### config.mk
export PLATFORM = sky130hd
export DESIGN_NAME = rds_group_scheduler_irq
export DESIGN_NICKNAME = d
export VERILOG_FILES = /design/src/rtl/rds_group_scheduler_irq.v
export VERILOG_INCLUDE_DIRS = /design/src /design/src/rtl
export SDC_FILE = /design/constraint.sdc
export NUM_CORES = 1
export LEC_CHECK = 0
export ABC_AREA = 1
export BUFFER_PORTS_ARGS = -buffer_cell sky130_fd_sc_hd__buf_2
export CORE_AREA = 4 4 97 76
export CTS_CLUSTER_SIZE = 24
export DETAILED_ROUTE_END_ITERATION = 6
export DIE_AREA = 0 0 101 80
export PLACE_DENSITY = 0.92
export SLEW_MARGIN = 0
export SYNTH_ARGS = -nofsm -noshare
export SYNTH_HDL_FRONTEND = slang
export SYNTH_SLANG_ARGS = --single-unit
export TNS_END_PERCENT = 5
### constraint.sdc
create_clock -name clock_i -period 2.38 [get_ports clock_i]
set_input_delay 0.238 -clock clock_i [delete_from_list [all_inputs] [get_ports clock_i]]
set_output_delay 0.238 -clock clock_i [all_outputs]
set_load 0.02 [all_outputs]
### src/rtl/rds_sched_consts.vh
`ifndef RDS_SCHED_CONSTS_VH
`define RDS_SCHED_CONSTS_VH

// Register indices; byte address is four times the index
`define IDX_IRQ_ENABLES     16'h2C00
`define IDX_PROGRAM_IDENT   16'h2C01
`define IDX_PS_RATIO        16'h2C02
`define IDX_CONTROL         16'h2C10
`define IDX_EVENT_STATUS    16'h2C11
`define ADDR_BITS           18
`define IDX_LSB             2

// Reset values
`define RST_IRQ_ENABLES     5'h00
`define RST_PROGRAM_IDENT   16'h40A7
`define RST_PS_SHARE        3'h3
`define RST_CONTROL         2'h0

// Event bit positions, shared by enables and status; EV_CTS is in status only
`define EV_QUEUE_EMPTY      0
`define EV_RING_WRAP        1
`define EV_QUEUE_SENT       2
`define EV_RING_SENT        3
`define EV_PS_SENT          4
`define EV_CTS              5
`define EV_COUNT            6
`define EN_COUNT            5

// Control register fields
`define CTL_POWERED_UP      0
`define CTL_CTS_IRQ_EN      1
`define CTL_W               2

// Byte lanes of the identifier
`define BYTE0_LSB           0
`define BYTE0_MSB           7
`define BYTE1_LSB           8
`define BYTE1_MSB           15

// Mix code field
`define SHARE_W             3
`define SHARE_BUF_EMPTY     3'h0
`define SHARE_FULL          3'h6
`define SHARE_INVALID       3'h7
`define PHASE_W             3

// Clear-to-send busy time after a property access
`define CLK_PERIOD_NS       10
`define CTS_BUSY_NS         300
`define CTS_CNT_W           8

`endif

### src/rtl/rds_group_scheduler_irq.v
// What this block does
// - PS group start raises interrupt when its enable bit is set.
// - Each circular buffer fetch raises interrupt when enabled.
// - Each group FIFO fetch raises interrupt when enabled.
// - Fetching the last circular buffer group raises wrap interrupt when enabled.
// - Fetching the last FIFO group raises empty interrupt when enabled.
// - Interrupt enables reset to zero; upper bits read zero.
// - Program identifier goes to block A and type B block C; resets 0x40A7.
// - Mix setting decides how often PS groups interleave with buffered groups.
// - Mix code zero sends PS only when the group buffer is empty.
// - Codes 1..6 give PS shares 12.5, 25, 50, 75, 87.5, 100 percent.
// - Mix field is three bits, resets to code 3, valid values 0..6.
// - Properties are accessed only in powered-up mode.
// - Clear-to-send is set once the next command may be issued.
`timescale 1ns/100ps
`include "rds_sched_consts.vh"

module rds_group_scheduler_irq #(
	parameter CTS_BUSY_CYCLES = (`CTS_BUSY_NS + `CLK_PERIOD_NS - 1) / `CLK_PERIOD_NS
) (
	input  wire                     clock_i,
	input  wire                     rst_i,
	// Avalon-MM slave, byte addressed
	input  wire [`ADDR_BITS-1:0]    address_i,
	input  wire                     read_i,
	input  wire                     write_i,
	input  wire [31:0]              writedata_i,
	input  wire [3:0]               byteenable_i,
	output wire [31:0]              readdata_o,
	output wire                     waitrequest_o,
	output wire                     irq_o,
	// Group slot and buffer state from the transmit path
	input  wire                     slot_tick_i,
	input  wire                     ring_avail_i,
	input  wire                     ring_last_i,
	input  wire                     queue_avail_i,
	input  wire                     queue_last_i,
	output wire                     ps_start_o,
	output wire                     ring_fetch_o,
	output wire                     queue_fetch_o,
	output wire [15:0]              block_a_ident_o,
	output wire [15:0]              block_c_ident_o,
	output wire                     cts_o
);

	// Busy time is cut to the counter width; keep the parameter below 256
	localparam [`CTS_CNT_W-1:0] CTS_LOAD   = CTS_BUSY_CYCLES[`CTS_CNT_W-1:0];
	localparam [`CTS_CNT_W-1:0] CTS_ONE    = {{(`CTS_CNT_W-1){1'b0}}, 1'b1};
	localparam [`PHASE_W-1:0]   PHASE_STEP = {{(`PHASE_W-1){1'b0}}, 1'b1};

	reg  [`EN_COUNT-1:0]        irq_enables;
	reg  [15:0]                 program_ident;
	reg  [`SHARE_W-1:0]         ps_share;
	reg  [1:0]                  control;
	reg  [`EV_COUNT-1:0]        status;
	reg                         ack;
	reg  [31:0]                 rdata;
	reg  [`CTS_CNT_W-1:0]       cts_cnt;
	reg                         cts;
	reg  [`PHASE_W-1:0]         phase;
	reg                         ps_start;
	reg                         ring_fetch;
	reg                         queue_fetch;
	reg  [`EV_COUNT-1:0]        next_status;
	reg  [31:0]                 next_rdata;
	reg  [3:0]                  ps_slots;
	reg                         pick_ps;
	reg                         ring_wrap;
	reg                         queue_empty;
	reg                         next_cts;
	reg  [`CTS_CNT_W-1:0]       next_cts_cnt;
	reg                         next_ack;

	wire [15:0]                 index    = address_i[`ADDR_BITS-1:`IDX_LSB];
	wire                        request  = read_i | write_i;
	wire                        accept   = request & ack;
	wire                        wr_ok    = write_i & accept;
	wire                        powered  = control[`CTL_POWERED_UP];
	wire                        is_prop  = (index == `IDX_IRQ_ENABLES) |
	                                       (index == `IDX_PROGRAM_IDENT) |
	                                       (index == `IDX_PS_RATIO);
	wire                        buf_any  = ring_avail_i | queue_avail_i;
	wire [`EV_COUNT-1:0]        events;

	// Decoded selects; property selects already fold in the power state
	wire                        sel_en   = powered & (index == `IDX_IRQ_ENABLES);
	wire                        sel_pi   = powered & (index == `IDX_PROGRAM_IDENT);
	wire                        sel_mix  = powered & (index == `IDX_PS_RATIO);
	wire                        sel_ctl  = (index == `IDX_CONTROL);
	wire                        sel_stat = (index == `IDX_EVENT_STATUS);
	wire                        rd_ok    = read_i & accept;

	// Read views, zero extended so reserved bits always read as zero
	wire [31:0]                 view_en   = {{(32-`EN_COUNT){1'b0}}, irq_enables};
	wire [31:0]                 view_pi   = {16'h0000, program_ident};
	wire [31:0]                 view_mix  = {{(32-`SHARE_W){1'b0}}, ps_share};
	wire [31:0]                 view_ctl  = {{(32-`CTL_W){1'b0}}, control};
	wire [31:0]                 view_stat = {{(32-`EV_COUNT){1'b0}}, status};

	// One wait state: the request is sampled, answered on the next edge
	assign waitrequest_o   = request & ~ack;
	assign readdata_o      = rdata;
	assign block_a_ident_o = program_ident;
	assign block_c_ident_o = program_ident;
	assign ps_start_o      = ps_start;
	assign ring_fetch_o    = ring_fetch;
	assign queue_fetch_o   = queue_fetch;
	assign cts_o           = cts;

	// Every access takes two cycles; a simpler decode traded for half the rate
	always @* begin
		next_ack = request & ~ack;
	end

	always @(posedge clock_i) begin
		if (rst_i) begin
			ack <= 1'b0;
		end else begin
			ack <= next_ack;
		end
	end

	// Read data is fixed in the wait cycle so it stands at the accepting edge
	always @* begin
		next_rdata = 32'h0000_0000;
		case (index)
			`IDX_IRQ_ENABLES: begin
				if (powered) begin
					next_rdata = view_en;
				end
			end
			`IDX_PROGRAM_IDENT: begin
				if (powered) begin
					next_rdata = view_pi;
				end
			end
			`IDX_PS_RATIO: begin
				if (powered) begin
					next_rdata = view_mix;
				end
			end
			`IDX_CONTROL: begin
				next_rdata = view_ctl;
			end
			`IDX_EVENT_STATUS: begin
				next_rdata = view_stat;
			end
			default: begin
				next_rdata = 32'h0000_0000;
			end
		endcase
	end

	always @(posedge clock_i) begin
		if (rst_i) begin
			rdata <= 32'h0000_0000;
		end else if (read_i & ~ack) begin
			rdata <= next_rdata;
		end
	end

	// Writes to properties outside powered-up mode are dropped
	always @(posedge clock_i) begin
		if (rst_i) begin
			irq_enables <= `RST_IRQ_ENABLES;
		end else if (wr_ok && sel_en && byteenable_i[0]) begin
			irq_enables <= writedata_i[`EN_COUNT-1:0];
		end
	end

	// Byte lanes honoured so a host can patch either half of the identifier
	always @(posedge clock_i) begin
		if (rst_i) begin
			program_ident <= `RST_PROGRAM_IDENT;
		end else if (wr_ok && sel_pi) begin
			if (byteenable_i[0]) begin
				program_ident[`BYTE0_MSB:`BYTE0_LSB] <= writedata_i[`BYTE0_MSB:`BYTE0_LSB];
			end
			if (byteenable_i[1]) begin
				program_ident[`BYTE1_MSB:`BYTE1_LSB] <= writedata_i[`BYTE1_MSB:`BYTE1_LSB];
			end
		end
	end

	// Reserved upper bits are not stored, so they always read back as zero
	always @(posedge clock_i) begin
		if (rst_i) begin
			ps_share <= `RST_PS_SHARE;
		end else if (wr_ok && sel_mix && byteenable_i[0]) begin
			ps_share <= writedata_i[`SHARE_W-1:0];
		end
	end

	// Control is reachable in any state; it is how power-up is entered
	always @(posedge clock_i) begin
		if (rst_i) begin
			control <= `RST_CONTROL;
		end else if (wr_ok && sel_ctl && byteenable_i[0]) begin
			control <= writedata_i[`CTL_W-1:0];
		end
	end

	// Busy count after any property access, then clear-to-send again
	// Count reloads on every property access, even one refused for power state
	// A host that ignores clear-to-send is not stopped; its access is served
	always @* begin
		next_cts     = cts;
		next_cts_cnt = cts_cnt;
		if (accept && is_prop) begin
			next_cts     = 1'b0;
			next_cts_cnt = CTS_LOAD;
		end else if (!cts) begin
			if (cts_cnt <= CTS_ONE) begin
				next_cts = 1'b1;
			end
			next_cts_cnt = cts_cnt - CTS_ONE;
		end
	end

	always @(posedge clock_i) begin
		if (rst_i) begin
			cts     <= 1'b1;
			cts_cnt <= {`CTS_CNT_W{1'b0}};
		end else begin
			cts     <= next_cts;
			cts_cnt <= next_cts_cnt;
		end
	end

	// Phase walks 0..7 once per slot, so any eight slots give the exact share
	// PS slots out of every eight; code 7 is illegal and treated as full
	always @* begin
		case (ps_share)
			3'h1: ps_slots = 4'h1;
			3'h2: ps_slots = 4'h2;
			3'h3: ps_slots = 4'h4;
			3'h4: ps_slots = 4'h6;
			3'h5: ps_slots = 4'h7;
			default: ps_slots = 4'h8;
		endcase
		if (ps_share == `SHARE_BUF_EMPTY) begin
			pick_ps = ~buf_any;
		end else begin
			pick_ps = ~buf_any | ({1'b0, phase} < ps_slots);
		end
	end

	// Last flags move on once a fetch is made, so they are taken with the slot
	wire                        take_ps    = slot_tick_i & pick_ps;
	wire                        want_buf   = slot_tick_i & ~pick_ps;
	wire                        take_queue = want_buf & queue_avail_i;
	wire                        take_ring  = want_buf & ~queue_avail_i & ring_avail_i;

	// One group per slot; the FIFO is served before the circular buffer
	always @(posedge clock_i) begin
		if (rst_i) begin
			phase       <= {`PHASE_W{1'b0}};
			ps_start    <= 1'b0;
			ring_fetch  <= 1'b0;
			queue_fetch <= 1'b0;
			ring_wrap   <= 1'b0;
			queue_empty <= 1'b0;
		end else begin
			ps_start    <= take_ps;
			queue_fetch <= take_queue;
			ring_fetch  <= take_ring;
			queue_empty <= take_queue & queue_last_i;
			ring_wrap   <= take_ring & ring_last_i;
			if (slot_tick_i) begin
				phase <= phase + PHASE_STEP;
			end
		end
	end

	// Each pulse becomes one sticky status bit on the next edge
	assign events[`EV_PS_SENT]     = ps_start;
	assign events[`EV_RING_SENT]   = ring_fetch;
	assign events[`EV_QUEUE_SENT]  = queue_fetch;
	assign events[`EV_RING_WRAP]   = ring_wrap;
	assign events[`EV_QUEUE_EMPTY] = queue_empty;
	// Clear-to-send event fires on the edge where the flag comes back
	assign events[`EV_CTS]         = ~cts & next_cts;

	// Enables only gate the interrupt; status keeps every event for polling
	// Reading status clears it; a new event in that cycle survives
	always @* begin
		next_status = status;
		if (rd_ok && sel_stat) begin
			next_status = {`EV_COUNT{1'b0}};
		end
		next_status = next_status | events;
	end

	always @(posedge clock_i) begin
		if (rst_i) begin
			status <= {`EV_COUNT{1'b0}};
		end else begin
			status <= next_status;
		end
	end

	// Level output: high while any unmasked sticky bit is set
	assign irq_o = |(status[`EN_COUNT-1:0] & irq_enables) |
	               (status[`EV_CTS] & control[`CTL_CTS_IRQ_EN]);

endmodule

---- Yosys cells after proc, flatten, opt, wreduce, memory -nomap -nowiden ----
Cells that the tools add are included.
storage, ports and cells
  bits in registers ....................... 82
  input port bits ......................... 63
operators by class
  add/sub/neg operators ................... 2
  order comparisons ....................... 2
  eq/ne operators ......................... 11
  muxes and demuxes ....................... 12
  bitwise gates (word level) .............. 30
  reduce and logical (&&, ||, !) cells .... 14
operators with widths
  cell                    number
  $pmux W32 S5            1
  $eq A16 B14 Y1 const B  5
  $pmux W4 S5             1
  $and A1 B1 Y1           17
  $mux W16                1
  $mux W5                 3
  $logic_and A1 B1 Y1     9
  $le A8 B1 Y1 const B    1
  $sub A8 B1 Y8 const B   1
  $eq A3 B2 Y1 const B    2
  $eq A3 B3 Y1 const B    2
  $mux W6                 1
  $or A1 B1 Y1            6
  $or A6 B6 Y6            1
  $and A5 B5 Y5           1
  $not A1 Y1              5
  $reduce_or A5 Y1        1
  $lt A3 B4 Y1            1
  $mux W1                 4
  $reduce_and A2 Y1       2
  $add A3 B1 Y3 const B   1
  $eq A3 B1 Y1 const B    1
  $logic_not A3 Y1        1
  $mux W3                 1
  other kinds (2)         2

---- Depth between registers and ports, before layout ----
  depth after elaboration ................. 10
  depth in mapped cells ................... 11
  mapped depth without buffers ............ 11

---- Worst setup path after synthesis ----
Ideal clock, no wire load.
  path type ............................... flip-flop to flip-flop
  start ................................... register ps_share[1]
  end ..................................... register ps_start (netlist: ps_start_o)
  setup time .............................. 0.065 ns
  arrival time ............................ 1.388 ns
  required time ........................... 2.315 ns
  path slack .............................. 0.927 ns
  cell stages (with the launch flop) ...... 12
  path buffers ............................ 0
  period minus slack after synthesis ...... 1.453 ns
  cell sequence ........................... dfxtp_1 inv_1 nand2_1 nand3_1 ha_1 a21oi_1 nor2_1 o21ai_0 nand2_1 nand2_1 nand2_1 nor2_1
between the ends
  cells in the longest elaborated chain, start to end .. 6
  elaborated cells between the ends (all ways) .. 11
RTL lines
  item                                  RTL line                       RTL
  from (decl)                           rds_group_scheduler_irq.v:53   reg [`SHARE_W-1:0] ps_share;
  from (signal assigned)                rds_group_scheduler_irq.v:188  ps_share <= `RST_PS_SHARE;
  from (signal assigned)                rds_group_scheduler_irq.v:190  ps_share <= writedata_i[`SHARE_W-1:0];
  $eq A3 B3 Y1 (tied with other cells)  rds_group_scheduler_irq.v:233  case (ps_share)
  $pmux W4 S5                           rds_group_scheduler_irq.v:233
  $lt A3 B4 Y1                          rds_group_scheduler_irq.v:244  pick_ps = ~buf_any | ({1'b0, phase} < ps_slots);
  $or A1 B1 Y1                          rds_group_scheduler_irq.v:244
  $mux W1 *                             rds_group_scheduler_irq.v:241  if (ps_share == `SHARE_BUF_EMPTY) begin
  $and A1 B1 Y1 *                       rds_group_scheduler_irq.v:249  wire take_ps = slot_tick_i & pick_ps;
  to (signal assigned)                  rds_group_scheduler_irq.v:264  ps_start <= take_ps;
  to (decl)                             rds_group_scheduler_irq.v:61   reg ps_start;
Every way passes the cells marked *; elsewhere a longest branch is shown, timed or not.
A chain may end at the register's enable or synchronous reset.

---- Final worst setup path ----
  start ................................... register status[2]
  end ..................................... output port irq_o
between the ends
  cells in the longest elaborated chain, start to end .. 3
RTL lines
  item                    RTL line                       RTL
  from (decl)             rds_group_scheduler_irq.v:55   reg [`EV_COUNT-1:0] status;
  from (signal assigned)  rds_group_scheduler_irq.v:296  status <= {`EV_COUNT{1'b0}};
  from (signal assigned)  rds_group_scheduler_irq.v:298  status <= next_status;
  $and A5 B5 Y5           rds_group_scheduler_irq.v:303  assign irq_o = |(status[`EN_COUNT-1:0] & irq_enables) |
  $reduce_or A5 Y1        rds_group_scheduler_irq.v:303
  $or A1 B1 Y1            rds_group_scheduler_irq.v:303
  to (decl)               rds_group_scheduler_irq.v:31   output wire irq_o,
Every way passes these cells.

==> Flow_metrics.wiki <==
{| class="wikitable"
! Metric !! Value
|-
| Result of the run || finished clean
|-
| Number of synthesized flops with an enable pin || 0
|-
| Average wire length per cell after detail routing || ~14 um
|-
| Area after DPL || 3640 sq um
|-
| Post-synth ARST share || 0%
|-
| Unrepaired setup endpoints after global routing || no
|-
| Post-layout minimum cycle time || roughly 1.7 ns
|-
| Number of port buffers || between 90 and 100
|-
| Kind of cell adding the most delay to the critical path || compound AO/OA/AOI/OAI gates
|-
| Number of non-filler instances in the completed layout || ~620
|-
| Finished Core Util || 61.1%
|-
| Arrival time at the worst endpoint || 1.44 ns
|-
| Inserted Clock Buffers || 9
|-
| Post-Syn Area per Cell || around 7.3 sq um
|-
| Buffering stage count on the worst path with inverters included || 1
|-
| TritonCTS clock tree || done
|-
| Number of pins with negative max-slew slack in the final report || 0
|-
| Synth warn || 0
|-
| Highest metal used || met4
|-
| Setup slack of the most critical reg-to-reg path || between 0.6 and 0.7 ns
|-
| Worst-case hold slack || 0.100 ns
|-
| Fillcell total || approximately 590
|-
| Netlist area before placement || about 3300 sq um
|-
| Row count || 25
|-
| Routed length on met1 || around 3.4 mm
|-
| Top Ports || around 130
|-
| Fraction of final layout cells sized beyond drive strength 1 || about a quarter
|-
| Leakage || 1.81 nW
|-
| First-pass iteration count of the detailed router || 4
|-
| HPWL Detailed || around 6.4 mm
|-
| Clock Sinks || 66
|-
| Slowest library cell on the worst path || sky130_fd_sc_hd__dfxtp_1
|-
| Max-cap violations || 0
|-
| Sequential Area || 1320 sq um
|-
| Initial standard-cell utilization of the core || a little over half
|-
| H-tree depth reported by CTS || 3
|-
| Buffer cell driving the clock tree root || sky130_fd_sc_hd__clkbuf_8
|-
| Number of synthesized register bits || between 60 and 70
|-
| Total track usage || 21.0%
|-
| Die boundary width || roughly 100 um
|-
| Via count of the first global-routing pass || 3003
|-
| FMAX || ~590 MHz
|-
| Setup TNS || 0 ns
|-
| Placed cell count || 600
|-
| Area fraction of the dominant cell type after synthesis || roughly two fifths
|-
| Post-placement setup slack || 0.533 ns
|-
| Grt total ovfl || 0
|-
| Antenna cells || 0
|-
| Setup Crit Path Kind || reg2out
|-
| Post-route fraction of the period consumed by the critical path || a little over two thirds
|-
| Routability cong. || 0.875
|-
| Synth top area cells || sky130_fd_sc_hd__dfxtp_1 40%, sky130_fd_sc_hd__nand2_1 10%, sky130_fd_sc_hd__buf_4 7.7%
|-
| Design area || approximately 3800 sq um
|-
| Total length of routed met2 wires || 4.07 mm
|-
| Hold Vio Cnt, Final || 0
|-
| Min-delay worst type || in2reg
|-
| Slowest Stage Delay on Critical Path || roughly 0.33 ns
|-
| Std-Cell Core Area || about 6300 sq um
|-
| Post-cts repair resize count || 0
|-
| Worst-path fanout max || 3
|-
| Maximum number of pins on one net before global-route repair || roughly 40
|-
| Post-synthesis instance total || between 400 and 500
|-
| DRC marker count from the first detailed-route iteration || ~220
|-
| Total setup violations reported at the end of the flow || 0
|-
| Global-route wire length before repair || 13.5 mm
|-
| Final net count || around 600
|-
| Vertical extent of the die || 80 um
|-
| Die ar. || just over 8000 sq um
|-
| Transition time at the pin with the least slew margin || approximately 0.68 ns
|-
| Layout Skew || 0.0127 ns
|-
| Buffer count from post-CTS setup fixing || 0
|-
| Vias per inst || roughly 5.3
|-
| Overall routed net length || roughly 8.4 mm
|-
| Antenna violations before repair || 0
|-
| Sequence of cells on the critical path || a22o_1, a221oi_1, nand3_1, buf_2
|-
| Remaining DRCs || 0
|-
| Overall power after layout || around 2.2 mW
|-
| Worst max-slew margin expressed relative to the limit || between 50% and 60%
|-
| Clk pin slew, worst setup/hold paths || 0.08 ns
|-
| Critical path startpoint || status[2]$_SDFF_PP0_
|-
| Largest voltage drop on the vdd net || roughly 0.33 mV
|-
| Antenna viol nets, final || 0
|-
| Main synth FF type || sky130_fd_sc_hd__dfxtp_1
|-
| Worst-Skew Late Latency || around 0.35 ns
|-
| RR Startpoint || ps_share[1]$_SDFFE_PP1P_
|-
| Post-cts hold buffer count || 0
|-
| Cell variety after synth || 35
|-
| Critical Path Source Type || register
|-
| Routed length on met3 || roughly 800 um
|-
| Final worst setup slack || between 0.6 and 0.7 ns
|-
| Layout overhead on the synthesized area || 16.5%
|-
| Footprint of the multi-input gates || 1560 sq um
|-
| Endpoint kind of the worst setup timing path || output pin
|-
| Worst path required time || around 2.1 ns
|-
| Library cell with the largest summed area after synthesis || sky130_fd_sc_hd__dfxtp_1
|-
| Power density cells || a little under 600 nW/um^2
|-
| Hold Path Origin || writedata_i[5]
|-
| Total via count after detailed routing || around 3200
|-
| Portion of the post-synthesis area used by sequential elements || about two fifths
|-
| Max Buffers Root-to-Sink || 2
|}
synthesized netlist by cell type, types with 2 or more instances:
master and n:
sky130_fd_sc_hd__inv_2 2, sky130_fd_sc_hd__a21oi_2 2, sky130_fd_sc_hd__nor2_2 3, sky130_fd_sc_hd__o21ai_0 14
sky130_fd_sc_hd__o211ai_1 5, sky130_fd_sc_hd__nand2b_4 2, sky130_fd_sc_hd__a211oi_1 6, sky130_fd_sc_hd__nand2b_1 5
sky130_fd_sc_hd__nand3_1 31, sky130_fd_sc_hd__clkbuf_1 9, sky130_fd_sc_hd__nor2_1 51, sky130_fd_sc_hd__a21oi_1 35
sky130_fd_sc_hd__xor2_1 2, sky130_fd_sc_hd__nor3_1 8, sky130_fd_sc_hd__a31oi_1 3, sky130_fd_sc_hd__buf_4 34
sky130_fd_sc_hd__nand2_1 92, sky130_fd_sc_hd__nand3b_1 8, sky130_fd_sc_hd__ha_1 5, sky130_fd_sc_hd__nand4_1 15
sky130_fd_sc_hd__or2_2 2, sky130_fd_sc_hd__inv_1 39, sky130_fd_sc_hd__buf_2 3, sky130_fd_sc_hd__dfxtp_1 66
layout make-up:
cell class,count,area share [%]
Inverter,41,4.01
Timing Repair Buffer,100,13.3
Tap cell,81,2.64
Sequential cell,66,34.4
Clock buffer,9,3.22
Clock inverter,7,1.99
Multi-Input combinational cell,312,40.5
state kept, by name (all words and copies together) (netlist names), 2 cells and up:
| signal | count |
|---|---|
| readdata_o | 16 |
| block_a_ident_o | 16 |
| irq_enables | 5 |
| status | 6 |
| ps_share | 3 |
| phase | 3 |
| control | 2 |
| cts_cnt | 8 |
cell usage in the layout (no fill, tap or decap), drive strengths merged:
cell type  Yosys  final
buf           39    100
nand2         93     93
dfxtp         66     66
nor2          55     55
inv           41     43
a21oi         37     37
nand3         31     31
conb           1     16
nand4         16     16
o21ai         14     14
clkbuf        10      9
nor3           9      9
nand3b         8      8
nand2b         7      7
a211oi         6      6
o211ai         5      5
ha             5      5
a31oi          3      3
xor2           2      2
or2            2      2
clkinvlp       0      2
clkinv         0      2
a22o           1      1
a221oi         1      1
and2           1      1
bufinv         0      1
layer usage:
layer,track usage (%),up-vias
li1,-,1596
met2,35.9,137
met5,0,-
met3,6.20,13
met4,6.64,0
met1,25.4,1490
cells by family after synthesis:
| kind of cell | Yosys count | share of synthesized area (%) |
|---|---|---|
| XOR/XNOR | 2 | 0.531 |
| flip-flops | 66 | 40.1 |
| buffers and inverters | 90 | 14.5 |
| other | 1 | 0.114 |
| adder cells (fa/ha/maj) | 5 | 1.90 |
| AND/OR/NAND/NOR | 222 | 31.3 |
| AO/OA/AOI/OAI | 67 | 11.6 |
final timing paths:
path | end | depth (start not counted)
hold reg to reg | status[0]$_SDFF_PP0_ | 2
setup / recovery | irq_o | 4
setup reg to reg | ps_start_o$_SDFF_PP0_ | 11
hold / removal | block_a_ident_o[5]$_SDFFE_PP1P_ | 3
report_power, final:
part	switching, mW	internal (mW)
sequential	0.00647	1.11
clock	0.465	0.490
combinational	0.107	0.0481
total	0.579	1.65
worst reg2reg max path: cells and delay by family (launching register included):
kind,cells,cell delay [ns]
adder cells (fa/ha/maj),1,0.28
AND/OR/NAND/NOR,7,0.53
AO/OA/AOI/OAI,2,0.29
flip-flops,1,0.42
buffers and inverters,1,0.08
(Power assumes the default switching activity.)
